**src/shared/cbadc_pkg.sv**
```systemverilog
// Constants, types and register map of the charge balance converter back end
// Contract
// - Count modulator pulses per channel in a counter up to 20 bits over the window
// - In command, free running and trigger start modes the window is a clock count
// - Integration code bits 3..0 of config low pick 1024 clocks doubled per step
// - Resolution is ten plus code; above code 6 only 16 top bits are kept
// - Reference gain bits 6..4 pick the reference; any 1XX code picks the largest
// - In trigger start-stop mode the code is ignored; trigger edges set the window
// - In trigger start-stop mode full scale equals the window clock count
// - With window measure enabled, clocks over the window are counted too
// - Offset is added only when the two-bit offset select is nonzero
// - Internally timed offsets are 0, 15, 31 or 63 counts
// - Trigger start-stop offset is window clocks shifted right by 7, 11 or 15
// - With the scaler on, the result is divided by 2, 4, 8 or 16 before storing
// - Window measure enable sits in config high; its count is stored with results
// - Each channel result is 16 bits, the window clock count 24 bits
// - A rising edge of conversion done marks each conversion end
// - In trigger start-stop mode the stop edge count picks the ending falling edge
package cbadc_pkg;
  localparam int unsigned ADDR_W = 4;
  localparam int unsigned DATA_W = 32;
  localparam int unsigned N_CH   = 4;
  localparam int unsigned ACC_W  = 20;
  localparam int unsigned RES_W  = 16;
  localparam int unsigned WIN_W  = 24;

  localparam logic [3:0] ADDR_CONFIG_LOW  = 4'h0;
  localparam logic [3:0] ADDR_CONFIG_HIGH = 4'h1;
  localparam logic [3:0] ADDR_OPTION      = 4'h2;
  localparam logic [3:0] ADDR_STOP_EDGES  = 4'h3;
  localparam logic [3:0] ADDR_CTRL        = 4'h4;
  localparam logic [3:0] ADDR_STATUS      = 4'h5;
  localparam logic [1:0] RES_PAGE         = 2'h2;
  localparam logic [3:0] ADDR_WIN         = 4'hC;

  localparam logic [7:0] CONFIG_LOW_MASK  = 8'h7F;
  localparam logic [7:0] CONFIG_HIGH_MASK = 8'h0F;
  localparam logic [7:0] OPTION_MASK      = 8'h03;
  localparam logic [7:0] CONFIG_LOW_RST   = 8'h00;
  localparam logic [7:0] CONFIG_HIGH_RST  = 8'h00;
  localparam logic [7:0] OPTION_RST       = 8'h00;
  localparam logic [7:0] STOP_EDGES_RST   = 8'h01;
  localparam logic [2:0] CTRL_RST         = 3'h0;

  localparam int unsigned CFGL_T_LSB    = 0;
  localparam int unsigned CFGL_R_LSB    = 4;
  localparam int unsigned CFGH_MEAS_BIT = 0;
  localparam int unsigned CFGH_DIV_BIT  = 1;
  localparam int unsigned CFGH_DSEL_LSB = 2;
  localparam int unsigned OPT_OFF_LSB   = 0;
  localparam int unsigned CTRL_MODE_LSB = 0;
  localparam int unsigned CTRL_RUN_BIT  = 2;
  localparam int unsigned CTRL_GO_BIT   = 3;

  localparam logic [3:0]  T_MAX     = 4'hA;
  localparam logic [3:0]  T_KEEP16  = 4'h6;
  localparam logic [WIN_W-1:0] N_CLK_BASE = 24'h000400;
  localparam logic [2:0]  REF_MAX   = 3'h4;
  localparam logic [15:0] OFF_INT1  = 16'h000F;
  localparam logic [15:0] OFF_INT2  = 16'h001F;
  localparam logic [15:0] OFF_INT3  = 16'h003F;
  localparam int unsigned OFF_SH1   = 7;
  localparam int unsigned OFF_SH2   = 11;
  localparam int unsigned OFF_SH3   = 15;

  typedef enum logic [1:0] {mode_cmd, free_running_mode, trigger_start_mode,
                            trigger_start_stop_mode} cbadc_mode_t;
  typedef enum logic [1:0] {st_idle, st_run, st_store} cbadc_state_t;

  function automatic logic [3:0] cbadc_t_eff(input logic [3:0] t);
    return (t > T_MAX) ? T_MAX : t;
  endfunction

  function automatic logic [WIN_W-1:0] cbadc_win_len(input logic [3:0] t);
    return N_CLK_BASE << cbadc_t_eff(t);
  endfunction
endpackage

```
**src/shared/cbadc_acc_if.sv**
```systemverilog
// Shared control from the sequencer to the channel accumulators
`timescale 1ns/100ps
interface cbadc_acc_if;
  import cbadc_pkg::*;
  logic             clear;
  logic             count_en;
  logic             store;
  logic [3:0]       trunc_sh;
  logic [RES_W-1:0] offset;
  logic             div_en;
  logic [2:0]       div_sh;
  modport ctrl (output clear, count_en, store, trunc_sh, offset, div_en, div_sh);
  modport chan (input clear, count_en, store, trunc_sh, offset, div_en, div_sh);
endinterface

```
**src/verilog/cbadc_result_logic.sv**
```systemverilog
// Converter back end top: window sequencing, offset, scaling and register port
//
// Local design decisions: the strobed register port and the register offsets.
`timescale 1ns/100ps
module cbadc_result_logic
  import cbadc_pkg::*;
(
  input  wire logic              i_clk,
  input  wire logic              i_rstn,
  input  wire logic [ADDR_W-1:0] i_addr,
  input  wire logic [DATA_W-1:0] i_wdata,
  input  wire logic              i_wr,
  input  wire logic              i_rd,
  output logic [DATA_W-1:0]      o_rdata,
  input  wire logic [N_CH-1:0]   i_mod_pulse,
  input  wire logic              i_external_trigger,
  output logic [2:0]             o_ref_sel,
  output logic                   o_integrating,
  output logic                   o_conv_done
);
  cbadc_mode_t      mode;
  cbadc_state_t     state_reg;
  cbadc_state_t     state_next;
  logic [7:0]       config_low_reg;
  logic [7:0]       config_high_reg;
  logic [7:0]       option_reg;
  logic [7:0]       stop_edges_reg;
  logic [2:0]       ctrl_reg;
  logic [WIN_W-1:0] win_cnt_reg;
  logic [WIN_W-1:0] win_count_reg;
  logic [WIN_W-1:0] off_wide;
  logic [7:0]       edge_cnt_reg;
  logic [7:0]       edges_eff;
  logic             trig_prev_reg;
  logic             done_reg;
  logic [2:0]       ref_sel_reg;
  logic [DATA_W-1:0] rdata_reg;
  logic [DATA_W-1:0] rd_mux;
  logic [RES_W-1:0] result [N_CH];
  logic [3:0]       t_eff;
  logic [1:0]       off_sel;
  logic             go_req;
  logic             start_go;
  logic             trig_fall;
  logic             trigger_start_stop_mode_stop;
  logic             win_end;
  logic             measure_en;
  logic             storing;

  cbadc_acc_if acc_bus ();

  assign mode       = cbadc_mode_t'(ctrl_reg[CTRL_MODE_LSB +: 2]);
  assign t_eff      = cbadc_t_eff(config_low_reg[CFGL_T_LSB +: 4]);
  assign off_sel    = option_reg[OPT_OFF_LSB +: 2];
  assign measure_en = config_high_reg[CFGH_MEAS_BIT];
  assign storing    = (state_reg == st_store);
  assign go_req     = i_wr && (i_addr == ADDR_CTRL) && i_wdata[CTRL_GO_BIT];
  assign trig_fall  = trig_prev_reg && !i_external_trigger;
  assign edges_eff  = (stop_edges_reg == 8'h00) ? 8'h01 : stop_edges_reg;

  // Register writes; reserved bits are masked so they read back as zero
  always_ff @(posedge i_clk)
  begin
    if (!i_rstn)
    begin
      config_low_reg  <= CONFIG_LOW_RST;
      config_high_reg <= CONFIG_HIGH_RST;
      option_reg      <= OPTION_RST;
      stop_edges_reg  <= STOP_EDGES_RST;
      ctrl_reg        <= CTRL_RST;
    end
    else if (i_wr)
    begin
      case (i_addr)
        ADDR_CONFIG_LOW:  config_low_reg  <= i_wdata[7:0] & CONFIG_LOW_MASK;
        ADDR_CONFIG_HIGH: config_high_reg <= i_wdata[7:0] & CONFIG_HIGH_MASK;
        ADDR_OPTION:      option_reg      <= i_wdata[7:0] & OPTION_MASK;
        ADDR_STOP_EDGES:  stop_edges_reg  <= i_wdata[7:0];
        ADDR_CTRL:        ctrl_reg        <= i_wdata[2:0];
        default:          ;
      endcase
    end
  end

  // Reference selector is registered so the analog side never sees decode glitches
  always_ff @(posedge i_clk)
  begin
    if (!i_rstn)
      ref_sel_reg <= 3'h0;
    else if (config_low_reg[CFGL_R_LSB + 2])
      ref_sel_reg <= REF_MAX;
    else
      ref_sel_reg <= {1'b0, config_low_reg[CFGL_R_LSB +: 2]};
  end

  always_ff @(posedge i_clk)
  begin
    if (!i_rstn)
      trig_prev_reg <= 1'b1;
    else
      trig_prev_reg <= i_external_trigger;
  end

  // Start source per mode; requests while busy are dropped, not queued
  always_comb
  begin
    case (mode)
      free_running_mode:       start_go = ctrl_reg[CTRL_RUN_BIT];
      trigger_start_mode:      start_go = trig_fall;
      trigger_start_stop_mode: start_go = trig_fall;
      default:                 start_go = go_req;
    endcase
    if (state_reg != st_idle)
      start_go = 1'b0;
  end

  assign trigger_start_stop_mode_stop = trig_fall && (({1'b0, edge_cnt_reg} + 9'h001) >= {1'b0, edges_eff});

  always_comb
  begin
    if (mode == trigger_start_stop_mode)
      win_end = trigger_start_stop_mode_stop;
    else
      win_end = (win_cnt_reg == (cbadc_win_len(t_eff) - 24'h000001));
  end

  always_comb
  begin
    state_next = state_reg;
    case (state_reg)
      st_idle:
        if (start_go)
          state_next = st_run;
      st_run:
        if (win_end)
          state_next = st_store;
      st_store:
        state_next = st_idle;
      default:
        state_next = st_idle;
    endcase
  end

  always_ff @(posedge i_clk)
  begin
    if (!i_rstn)
      state_reg <= st_idle;
    else
      state_reg <= state_next;
  end

  // Window clock counter; saturates so a very long external window cannot wrap
  always_ff @(posedge i_clk)
  begin
    if (!i_rstn)
      win_cnt_reg <= '0;
    else if (start_go)
      win_cnt_reg <= '0;
    else if ((state_reg == st_run) && (win_cnt_reg != '1))
      win_cnt_reg <= win_cnt_reg + 24'h000001;
  end

  always_ff @(posedge i_clk)
  begin
    if (!i_rstn)
      edge_cnt_reg <= 8'h00;
    else if (start_go)
      edge_cnt_reg <= 8'h00;
    else if ((state_reg == st_run) && trig_fall && (edge_cnt_reg != 8'hFF))
      edge_cnt_reg <= edge_cnt_reg + 8'h01;
  end

  always_ff @(posedge i_clk)
  begin
    if (!i_rstn)
      win_count_reg <= '0;
    else if (storing)
      win_count_reg <= measure_en ? win_cnt_reg : '0;
  end

  always_ff @(posedge i_clk)
  begin
    if (!i_rstn)
      done_reg <= 1'b0;
    else if (storing)
      done_reg <= 1'b1;
    else if (start_go)
      done_reg <= 1'b0;
  end

  // Offset is added in hardware and left for the host to remove
  always_comb
  begin
    off_wide = '0;
    if (mode == trigger_start_stop_mode)
    begin
      case (off_sel)
        2'h1:    off_wide = win_cnt_reg >> OFF_SH1;
        2'h2:    off_wide = win_cnt_reg >> OFF_SH2;
        2'h3:    off_wide = win_cnt_reg >> OFF_SH3;
        default: off_wide = '0;
      endcase
    end
    else
    begin
      case (off_sel)
        2'h1:    off_wide = {8'h00, OFF_INT1};
        2'h2:    off_wide = {8'h00, OFF_INT2};
        2'h3:    off_wide = {8'h00, OFF_INT3};
        default: off_wide = '0;
      endcase
    end
    acc_bus.offset = (|off_wide[WIN_W-1:RES_W]) ? {RES_W{1'b1}} : off_wide[RES_W-1:0];
  end

  always_comb
  begin
    if ((mode != trigger_start_stop_mode) && (t_eff > T_KEEP16))
      acc_bus.trunc_sh = t_eff - T_KEEP16;
    else
      acc_bus.trunc_sh = 4'h0;
  end

  assign acc_bus.clear    = start_go;
  assign acc_bus.count_en = (state_reg == st_run);
  assign acc_bus.store    = storing;
  assign acc_bus.div_en   = config_high_reg[CFGH_DIV_BIT];
  assign acc_bus.div_sh   = {1'b0, config_high_reg[CFGH_DSEL_LSB +: 2]} + 3'h1;

  genvar ch;
  generate
    for (ch = 0; ch < N_CH; ch++)
    begin : g_chan
      cbadc_chan_acc u_acc
      (
        .i_clk    (i_clk),
        .i_rstn   (i_rstn),
        .i_pulse  (i_mod_pulse[ch]),
        .acc      (acc_bus.chan),
        .o_result (result[ch])
      );
    end
  endgenerate

  always_comb
  begin
    rd_mux = '0;
    if (i_addr[3:2] == RES_PAGE)
      rd_mux[RES_W-1:0] = result[i_addr[1:0]];
    else
    begin
      case (i_addr)
        ADDR_CONFIG_LOW:  rd_mux[7:0] = config_low_reg;
        ADDR_CONFIG_HIGH: rd_mux[7:0] = config_high_reg;
        ADDR_OPTION:      rd_mux[7:0] = option_reg;
        ADDR_STOP_EDGES:  rd_mux[7:0] = stop_edges_reg;
        ADDR_CTRL:        rd_mux[2:0] = ctrl_reg;
        ADDR_STATUS:      rd_mux[1:0] = {done_reg, (state_reg != st_idle)};
        ADDR_WIN:         rd_mux[WIN_W-1:0] = win_count_reg;
        default:          rd_mux = '0;
      endcase
    end
  end

  // Read data stand for one cycle only, zero otherwise
  always_ff @(posedge i_clk)
  begin
    if (!i_rstn)
      rdata_reg <= '0;
    else
      rdata_reg <= i_rd ? rd_mux : '0;
  end

  assign o_rdata       = rdata_reg;
  assign o_ref_sel     = ref_sel_reg;
  assign o_integrating = (state_reg == st_run);
  assign o_conv_done   = done_reg;
endmodule // cbadc_result_logic

```
**src/verilog/cbadc_chan_acc.sv**
```systemverilog
// One channel: pulse counter and result post processing
`timescale 1ns/100ps
module cbadc_chan_acc
  import cbadc_pkg::*;
(
  input  wire logic              i_clk,
  input  wire logic              i_rstn,
  input  wire logic              i_pulse,
  cbadc_acc_if.chan              acc,
  output logic [RES_W-1:0]       o_result
);
  logic [ACC_W-1:0] acc_reg;
  logic [ACC_W-1:0] trunc;
  logic [RES_W:0]   sum;
  logic [RES_W-1:0] sat;
  logic [RES_W-1:0] res_next;

  always_ff @(posedge i_clk)
  begin
    if (!i_rstn)
      acc_reg <= '0;
    else if (acc.clear)
      acc_reg <= '0;
    else if (acc.count_en && i_pulse && (acc_reg != '1))
      acc_reg <= acc_reg + 20'h00001;
  end

  // Saturation keeps an overrange count from wrapping to a small value
  always_comb
  begin
    trunc = acc_reg >> acc.trunc_sh;
    sum = {1'b0, ((|trunc[ACC_W-1:RES_W]) ? {RES_W{1'b1}} : trunc[RES_W-1:0])} + {1'b0, acc.offset};
    sat = sum[RES_W] ? {RES_W{1'b1}} : sum[RES_W-1:0];
    res_next = acc.div_en ? (sat >> acc.div_sh) : sat;
  end

  always_ff @(posedge i_clk)
  begin
    if (!i_rstn)
      o_result <= '0;
    else if (acc.store)
      o_result <= res_next;
  end
endmodule // cbadc_chan_acc

```
**config.mk**
```make
export PLATFORM = sky130hd
export DESIGN_NAME = cbadc_result_logic
export DESIGN_NICKNAME = d
export VERILOG_FILES = /design/src/shared/cbadc_pkg.sv /design/src/shared/cbadc_acc_if.sv /design/src/verilog/cbadc_result_logic.sv /design/src/verilog/cbadc_chan_acc.sv
export SDC_FILE = /design/constraint.sdc
export NUM_CORES = 1
export LEC_CHECK = 0
export BUFFER_PORTS_ARGS = -buffer_cell sky130_fd_sc_hd__buf_2
export CELL_PAD_IN_SITES_DETAIL_PLACEMENT = 0
export CELL_PAD_IN_SITES_GLOBAL_PLACEMENT = 1
export CORE_ASPECT_RATIO = 0.8
export CORE_MARGIN = 4
export CORE_UTILIZATION = 48
export CTS_CLUSTER_DIAMETER = 60
export DETAILED_ROUTE_END_ITERATION = 10
export GPL_ROUTABILITY_DRIVEN = 0
export PLACE_DENSITY_LB_ADDON = 0.1
export SYNTH_ARGS = -nofsm -noshare
export SYNTH_HDL_FRONTEND = slang
export SYNTH_SLANG_ARGS = --single-unit
```
**constraint.sdc**
```tcl
create_clock -name i_clk -period 6.47 [get_ports i_clk]
set_clock_uncertainty 0.1 [all_clocks]
set_input_delay 0.9705 -clock i_clk [delete_from_list [all_inputs] [get_ports i_clk]]
set_output_delay 0.9705 -clock i_clk [all_outputs]
set_load 0.03 [all_outputs]
```
After elaboration in Yosys (flattened, before gate mapping)

Cells that the tools add are included.

Bits in registers: 263
Bits in latches: 0
RAM bits: 0
Memory bits (read-only): 0
Input port bits: 45
Output and inout port bits: 37
Word-level logic and storage cells: 156
Memories: 0

Add/sub/neg operators: 14
Multiply operators: 0
Divide/modulo/power cells: 0
$lt $le $gt $ge: 5
Equality and inequality tests: 25
Shifts and indexed selects: 9
Multiplexer cells: 38
Bitwise logic cells: 4
Reductions and logical operators: 38

Operators with widths:

| cell                                               | count |
|---|---|
| 2-to-1 mux 16 bit                                  | 16 |
| adder 20 x 1 -> 20 bit, second input constant      | 4 |
| inequality test 20 bit, second input constant      | 4 |
| >> shifter 20 x 4 -> 20 bit                        | 4 |
| adder 16 x 16 -> 17 bit                            | 4 |
| >> shifter 16 x 3 -> 16 bit                        | 4 |
| case mux 17 bit (3 select lines)                   | 1 |
| 2-to-1 mux 24 bit                                  | 2 |
| binary-select mux 16 bit (select 2 bit)            | 1 |
| adder 24 x 1 -> 24 bit, second input constant      | 1 |
| equality test 24 bit                               | 1 |
| inequality test 24 bit, second input constant      | 1 |
| << shifter 11 x 4 -> 24 bit, first input constant  | 1 |
| subtractor 24 x 1 -> 24 bit, second input constant | 1 |
| case mux 5 bit (4 select lines)                    | 1 |
| OR reduction 4 bit                                 | 5 |
| case mux 6 bit (3 select lines)                    | 1 |
| logical AND 1 bit                                  | 16 |
| 2-to-1 mux 8 bit                                   | 2 |
| case mux 2 bit (7 select lines)                    | 1 |
| AND reduction 2 bit                                | 7 |
| equality test 2 bit, second input constant         | 6 |
| 2-to-1 mux 4 bit                                   | 3 |
| adder 8 x 1 -> 9 bit, second input constant        | 1 |
| other kinds (29)                                   | 45 |

Logic depth before layout (Yosys ltp)

Word-level depth: 12
Gate-level depth with buffers: 25
Gate-level depth less buffers: 21

Cells and area by module

A second synthesis with hierarchy kept.

Cell total of the unflattened synthesis: 2922
Area total of the unflattened synthesis: 22594.2 µm²

Modules (own cells, without submodules):

| module                               | times used | cells an instance | area an instance (µm²) | sequential area each (µm²) |
|---|---|---|---|---|
| cbadc_chan_acc (g_chan[0].u_acc ...) | 3          | 572               | 4242.8                 | 720.7 |
| cbadc_result_logic                   | 1          | 677               | 5938.2                 | 2222.1 |
| cbadc_chan_acc (g_chan[1].u_acc)     | 1          | 529               | 3927.5                 | 720.7 |

Worst setup path before layout

No wires, ideal clock.

Path type: register to register
Start point: register config_low_reg[3]
End point: register g_chan[3].u_acc.o_result[9]
Setup time: 0.122 ns
Arrival time: 4.804 ns
Required time: 6.248 ns
Setup slack: 1.444 ns
Stages on the path, launching flop included: 25
Path buffers: 4
Period minus slack after synthesis: 5.026 ns
Cell sequence: dfxtp_1 > buf_4 > clkbuf_1 > nand2_1 > nand2_1 > ha_1 > a21oi_1 > o21a_1 > nand2_1 > buf_2 > buf_1 > nor2_1 > a2111oi_0 > a21oi_1 > ha_1 > fa_1 > a211oi_1 > o211ai_1 > a41oi_2 > a22o_2 > xor2_1 > nor2_1 > a2111oi_2 > a21oi_1 > a221o_1

Cells in the longest elaborated chain, start to end: 12
Elaborated cells between the ends (all ways): 13
Those cells by class: 2 x add/sub; 2 x order compare; 2 x shift; 5 x mux; 2 x reduce/logical

Ends and longest elaborated chain:

| what                                   | RTL line                  | source |
|---|---|---|
| start, declared                        | cbadc_result_logic.sv:24  | `logic [7:0] config_low_reg;` |
| start signal, assigned                 | cbadc_result_logic.sv:75  | `ADDR_CONFIG_LOW: config_low_reg <= i_wdata[7:0] & CONFIG_LOW_MASK;` |
| greater-than comparator 4 bit          | cbadc_pkg.sv:71           | `return (t > T_MAX) ? T_MAX : t;` |
| 2-to-1 mux 4 bit (*)                   | cbadc_pkg.sv:71           |  |
| greater-than comparator 4 x 3 -> 1 bit | cbadc_result_logic.sv:218 | `if ((mode != trigger_start_stop_mode) && (t_eff > T_KEEP16))` |
| logical AND 1 bit                      | cbadc_result_logic.sv:218 |  |
| 2-to-1 mux 4 bit (*)                   | cbadc_result_logic.sv:218 |  |
| >> shifter 20 x 4 -> 20 bit (*)        | cbadc_chan_acc.sv:31      | `trunc = acc_reg >> acc.trunc_sh;` |
| OR reduction 4 bit                     | cbadc_chan_acc.sv:32      | `sum = {1'b0, ((\|trunc[ACC_W-1:RES_W]) ? {RES_W{1'b1}} : trunc[RES_W-1:0])} + {1'b0, acc.offset};` |
| 2-to-1 mux 16 bit (*)                  | cbadc_chan_acc.sv:32      |  |
| adder 16 x 16 -> 17 bit (*)            | cbadc_chan_acc.sv:32      |  |
| 2-to-1 mux 16 bit (*)                  | cbadc_chan_acc.sv:33      | `sat = sum[RES_W] ? {RES_W{1'b1}} : sum[RES_W-1:0];` |
| >> shifter 16 x 3 -> 16 bit            | cbadc_chan_acc.sv:34      | `res_next = acc.div_en ? (sat >> acc.div_sh) : sat;` |
| 2-to-1 mux 16 bit (*)                  | cbadc_chan_acc.sv:34      |  |
| end signal, assigned                   | cbadc_chan_acc.sv:42      | `o_result <= res_next;` |
| end, declared                          | cbadc_chan_acc.sv:10      | `output logic [RES_W-1:0] o_result` |

Mark *: on every way between the ends. The rest lies on a longest branch, timed or not.
A chain may end at the register's enable or synchronous reset.

Worst setup path after layout

Start point: register config_low_reg[1]
End point: register g_chan[0].u_acc.o_result[4]

Cells in the longest elaborated chain, start to end: 12
Elaborated cells between the ends (all ways): 13
Those cells by class: 2 x add/sub; 2 x order compare; 2 x shift; 5 x mux; 2 x reduce/logical

Ends and longest elaborated chain:

| what                                   | RTL line |
|---|---|
| greater-than comparator 4 bit          | cbadc_pkg.sv:71 |
| 2-to-1 mux 4 bit (*)                   | cbadc_pkg.sv:71 |
| greater-than comparator 4 x 3 -> 1 bit | cbadc_result_logic.sv:218 |
| logical AND 1 bit                      | cbadc_result_logic.sv:218 |
| 2-to-1 mux 4 bit (*)                   | cbadc_result_logic.sv:218 |
| >> shifter 20 x 4 -> 20 bit (*)        | cbadc_chan_acc.sv:31 |
| OR reduction 4 bit                     | cbadc_chan_acc.sv:32 |
| 2-to-1 mux 16 bit (*)                  | cbadc_chan_acc.sv:32 |
| adder 16 x 16 -> 17 bit (*)            | cbadc_chan_acc.sv:32 |
| 2-to-1 mux 16 bit (*)                  | cbadc_chan_acc.sv:33 |
| >> shifter 16 x 3 -> 16 bit            | cbadc_chan_acc.sv:34 |
| 2-to-1 mux 16 bit (*)                  | cbadc_chan_acc.sv:34 |
| end signal, assigned                   | cbadc_chan_acc.sv:42 |
| end, declared                          | cbadc_chan_acc.sv:10 |

Marked as above.

==> results.sh <==
export IMPL_outcome="finished clean"
export IMPL_wl_per_cell_um=20.5
export IMPL_clkSinkCount=255
export IMPL_drc_errors=0
export IMPL_crit_fanout=18
export IMPL_ys_seq_elements=255
export IMPL_numPortBuffers=49
export IMPL_fin_setup_tns_ns=0
export IMPL_wl_um=60300
export IMPL_viasPerCell=6.21
export IMPL_power_density_mw_per_mm2=167
export IMPL_drt_initial_drc_count=1850
export IMPL_htree_levels=1
export IMPL_hold_viol=0
export IMPL_ios=82
export IMPL_crit_arrival_ns=6.31
export IMPL_grt_setup_unrepaired="false"
export IMPL_cts_tree="done"
export IMPL_first_pass_iters=5
export IMPL_critical_path_class="reg2reg"
export IMPL_numCtsBuffers=29
export IMPL_grt_pass1_wl_um=95600
export IMPL_dieArea_mm2=0.0433
export IMPL_vias=18308
export IMPL_clockBufferDepth=3
export IMPL_largest_reg_flops=80
export IMPL_vdd_drop_max_mv=0.189
export IMPL_clk_latency_ns=0.58
export IMPL_leakagePower_uw=0.00859
export IMPL_hpwlAfterDp_um=44800
export IMPL_antenna_left=0
export IMPL_grt_antenna_before_repair=1
export IMPL_synthCells=2435
export IMPL_endpoint_kind="flop"
export IMPL_cp_required_ns=6.84
export IMPL_post_cts_resized=0
export IMPL_place_ws_ns=0.614
export IMPL_drv_cap=0
export IMPL_yosysWarnings=0
export IMPL_fin_crit_ns=5.94
export IMPL_hold_path_class="reg2reg"
export IMPL_fin_ws_ns=0.534
export IMPL_tightest_slew_ns=1.12
export IMPL_period_share_pct=91.7
export IMPL_max_freq_ghz=0.168
export IMPL_cts_hold_buf=0
export IMPL_grt_overflow=0
export IMPL_drive_above_1_share_pct=9.04
export IMPL_fin_nets=2520
export IMPL_initial_utilization_pct=48.6
export IMPL_worst_hold_slack_ns=0.337
export IMPL_total_power_uw=3480
export IMPL_coreArea_mm2=0.0395
export IMPL_ys_flop_type="dfxtp_1"
export IMPL_rows=65
export IMPL_slew_viol_final=0
export IMPL_postCtsSetupBuffers=0
export IMPL_start_kind="flop"
export IMPL_synth_edf_count=0
export IMPL_seq_area_frac_synth_pct=26.6
export IMPL_die_w_um=232
export IMPL_max_slew_margin_rel_pct=23.1
export IMPL_grt_max_degree=67
export IMPL_clk_pin_slew_ns=0.06
export IMPL_grt_pass1_vias=17050
export IMPL_ctsRootBufferMaster="clkbuf_16"
export IMPL_area_growth_pct=8.29
export IMPL_syn_area_mm2=0.0192
export IMPL_die_h_um=187
export IMPL_yosys_cell_types_count=96
export IMPL_grt_usage_pct=26.9
export IMPL_finalSetupViolCount=0
export IMPL_diodes=0
export IMPL_synth_area_per_cell_um2=7.90
export IMPL_synthArstFlopShare_pct=0
==> final cells by class <==
cell class	count	area, um2
well taps	536	671
multi-input cells	1972	13300
inverters	40	150
clock buffers	38	820
flip-flops and latches	255	5110
fillers	3898	18700
repair buffers	93	601
clock inverters	14	200
==> logic make-up (layout without fill, tap and decap cells) <==
kind of cell / after synthesis / count (layout) / synth area share, %
xor gates and xnor gates: 163 / 163 / 7.50
and+or+nand+nor: 815 / 816 / 19.3
DFF: 255 / 255 / 26.6
other: 1 / 8 / 0.0195
adders and majority gates: 84 / 84 / 5.62
muxes: 219 / 219 / 12.8
AOI/OAI and AO/OA: 682 / 682 / 23.4
buffers and inverters: 216 / 185 / 4.76
==> power breakdown <==
part           switching, uW  internal [uW]
Clock                    694           1050
Sequential              4.22           1570
Combinational            112           47.0
==> cell usage in the layout, fill, tap and decap left out, drive strengths merged, types with 29 or more instances in the layout <==
| master | n |
|---|---|
| nand3 | 74 |
| clkbuf | 38 |
| a21oi | 190 |
| buf | 93 |
| nand2 | 239 |
| inv | 40 |
| nand4 | 30 |
| ha | 80 |
| and3 | 36 |
| and2 | 29 |
| xnor2 | 91 |
| dfxtp | 255 |
| o211ai | 31 |
| a22o | 40 |
| xor2 | 72 |
| nor3 | 46 |
| nor2 | 290 |
| mux2i | 194 |
| a31oi | 42 |
| o21ai | 158 |
==> worst max-delay path, cell delays in order, from the launching register on <==
cell       delay [ns]
dfxtp_1          0.54
nand2_1          0.22
o21bai_4         0.23
nand2_2          0.27
mux2i_1          0.38
mux2i_1          0.22
o21ai_2          0.24
nand2_1          0.18
a2111oi_1        0.42
a21oi_1          0.10
ha_1             0.26
fa_1             0.42
a211oi_1         0.28
o21ai_0          0.25
o2111a_1         0.36
o21ai_4          0.22
o21ai_1          0.28
buf_4            0.26
nor2_1           0.23
a21oi_1          0.11
a22o_1           0.23
==> synthesized netlist by cell type (20+ instances only) <==
master / number / area, um2
nand4_1: 28 / 175
and3_1: 36 / 225
nor2_1: 287 / 1080
ha_1: 80 / 1000
o21ai_0: 151 / 756
xor2_1: 72 / 631
dfxtp_1: 255 / 5100
and2_1: 27 / 169
buf_2: 34 / 170
a31oi_1: 40 / 250
nor3_1: 44 / 220
inv_1: 37 / 139
mux2i_1: 194 / 1940
a211oi_1: 27 / 203
a22o_1: 39 / 342
a21oi_1: 189 / 946
xnor2_1: 89 / 780
o211ai_1: 31 / 233
clkbuf_1: 115 / 432
a21o_1: 27 / 203
nand3_1: 74 / 370
mux4_2: 20 / 450
nand2_1: 238 / 893
==> layer usage <==
metal | global-route usage (%) | vias to the layer above | wire [um]
met5 | 0 | - | 10
met4 | 6.25 | 2 | 1520
met3 | 3.88 | 97 | 4320
met2 | 40.5 | 683 | 25700
met1 | 40.6 | 8737 | 28800
li1 | - | 8789 | -
==> through the flow <==
| step | cells | utilization [%] | instance area, um2 |
|---|---|---|---|
| 6_report | 2948 | 52.7 | 20800 |
| 5_1_grt | 2948 | 52.7 | 20800 |
| 4_1_cts | 2947 | 52.6 | 20800 |
| 3_5_place_dp | 2895 | 50.1 | 19800 |
| 3_3_place_gp | 2895 | 50.1 | 19800 |
| 2_1_floorplan | 2442 | - | 19300 |
==> path summary, 6_finish.rpt <==
path | cells after the start | slack, ns | from | to
hold reg to reg | 2 | 0.34 | g_chan[3].u_acc.o_result[5]$_SDFFE_PN0P_ | g_chan[3].u_acc.o_result[5]$_SDFFE_PN0P_
hold / removal | 2 | 0.34 | g_chan[3].u_acc.o_result[5]$_SDFFE_PN0P_ | g_chan[3].u_acc.o_result[5]$_SDFFE_PN0P_
setup reg to reg | 20 | 0.53 | config_low_reg[1]$_SDFFE_PN0P_ | g_chan[0].u_acc.o_result[4]$_SDFFE_PN0P_
setup / recovery | 20 | 0.53 | config_low_reg[1]$_SDFFE_PN0P_ | g_chan[0].u_acc.o_result[4]$_SDFFE_PN0P_
Note: power is estimated with default switching activity, not from simulation.
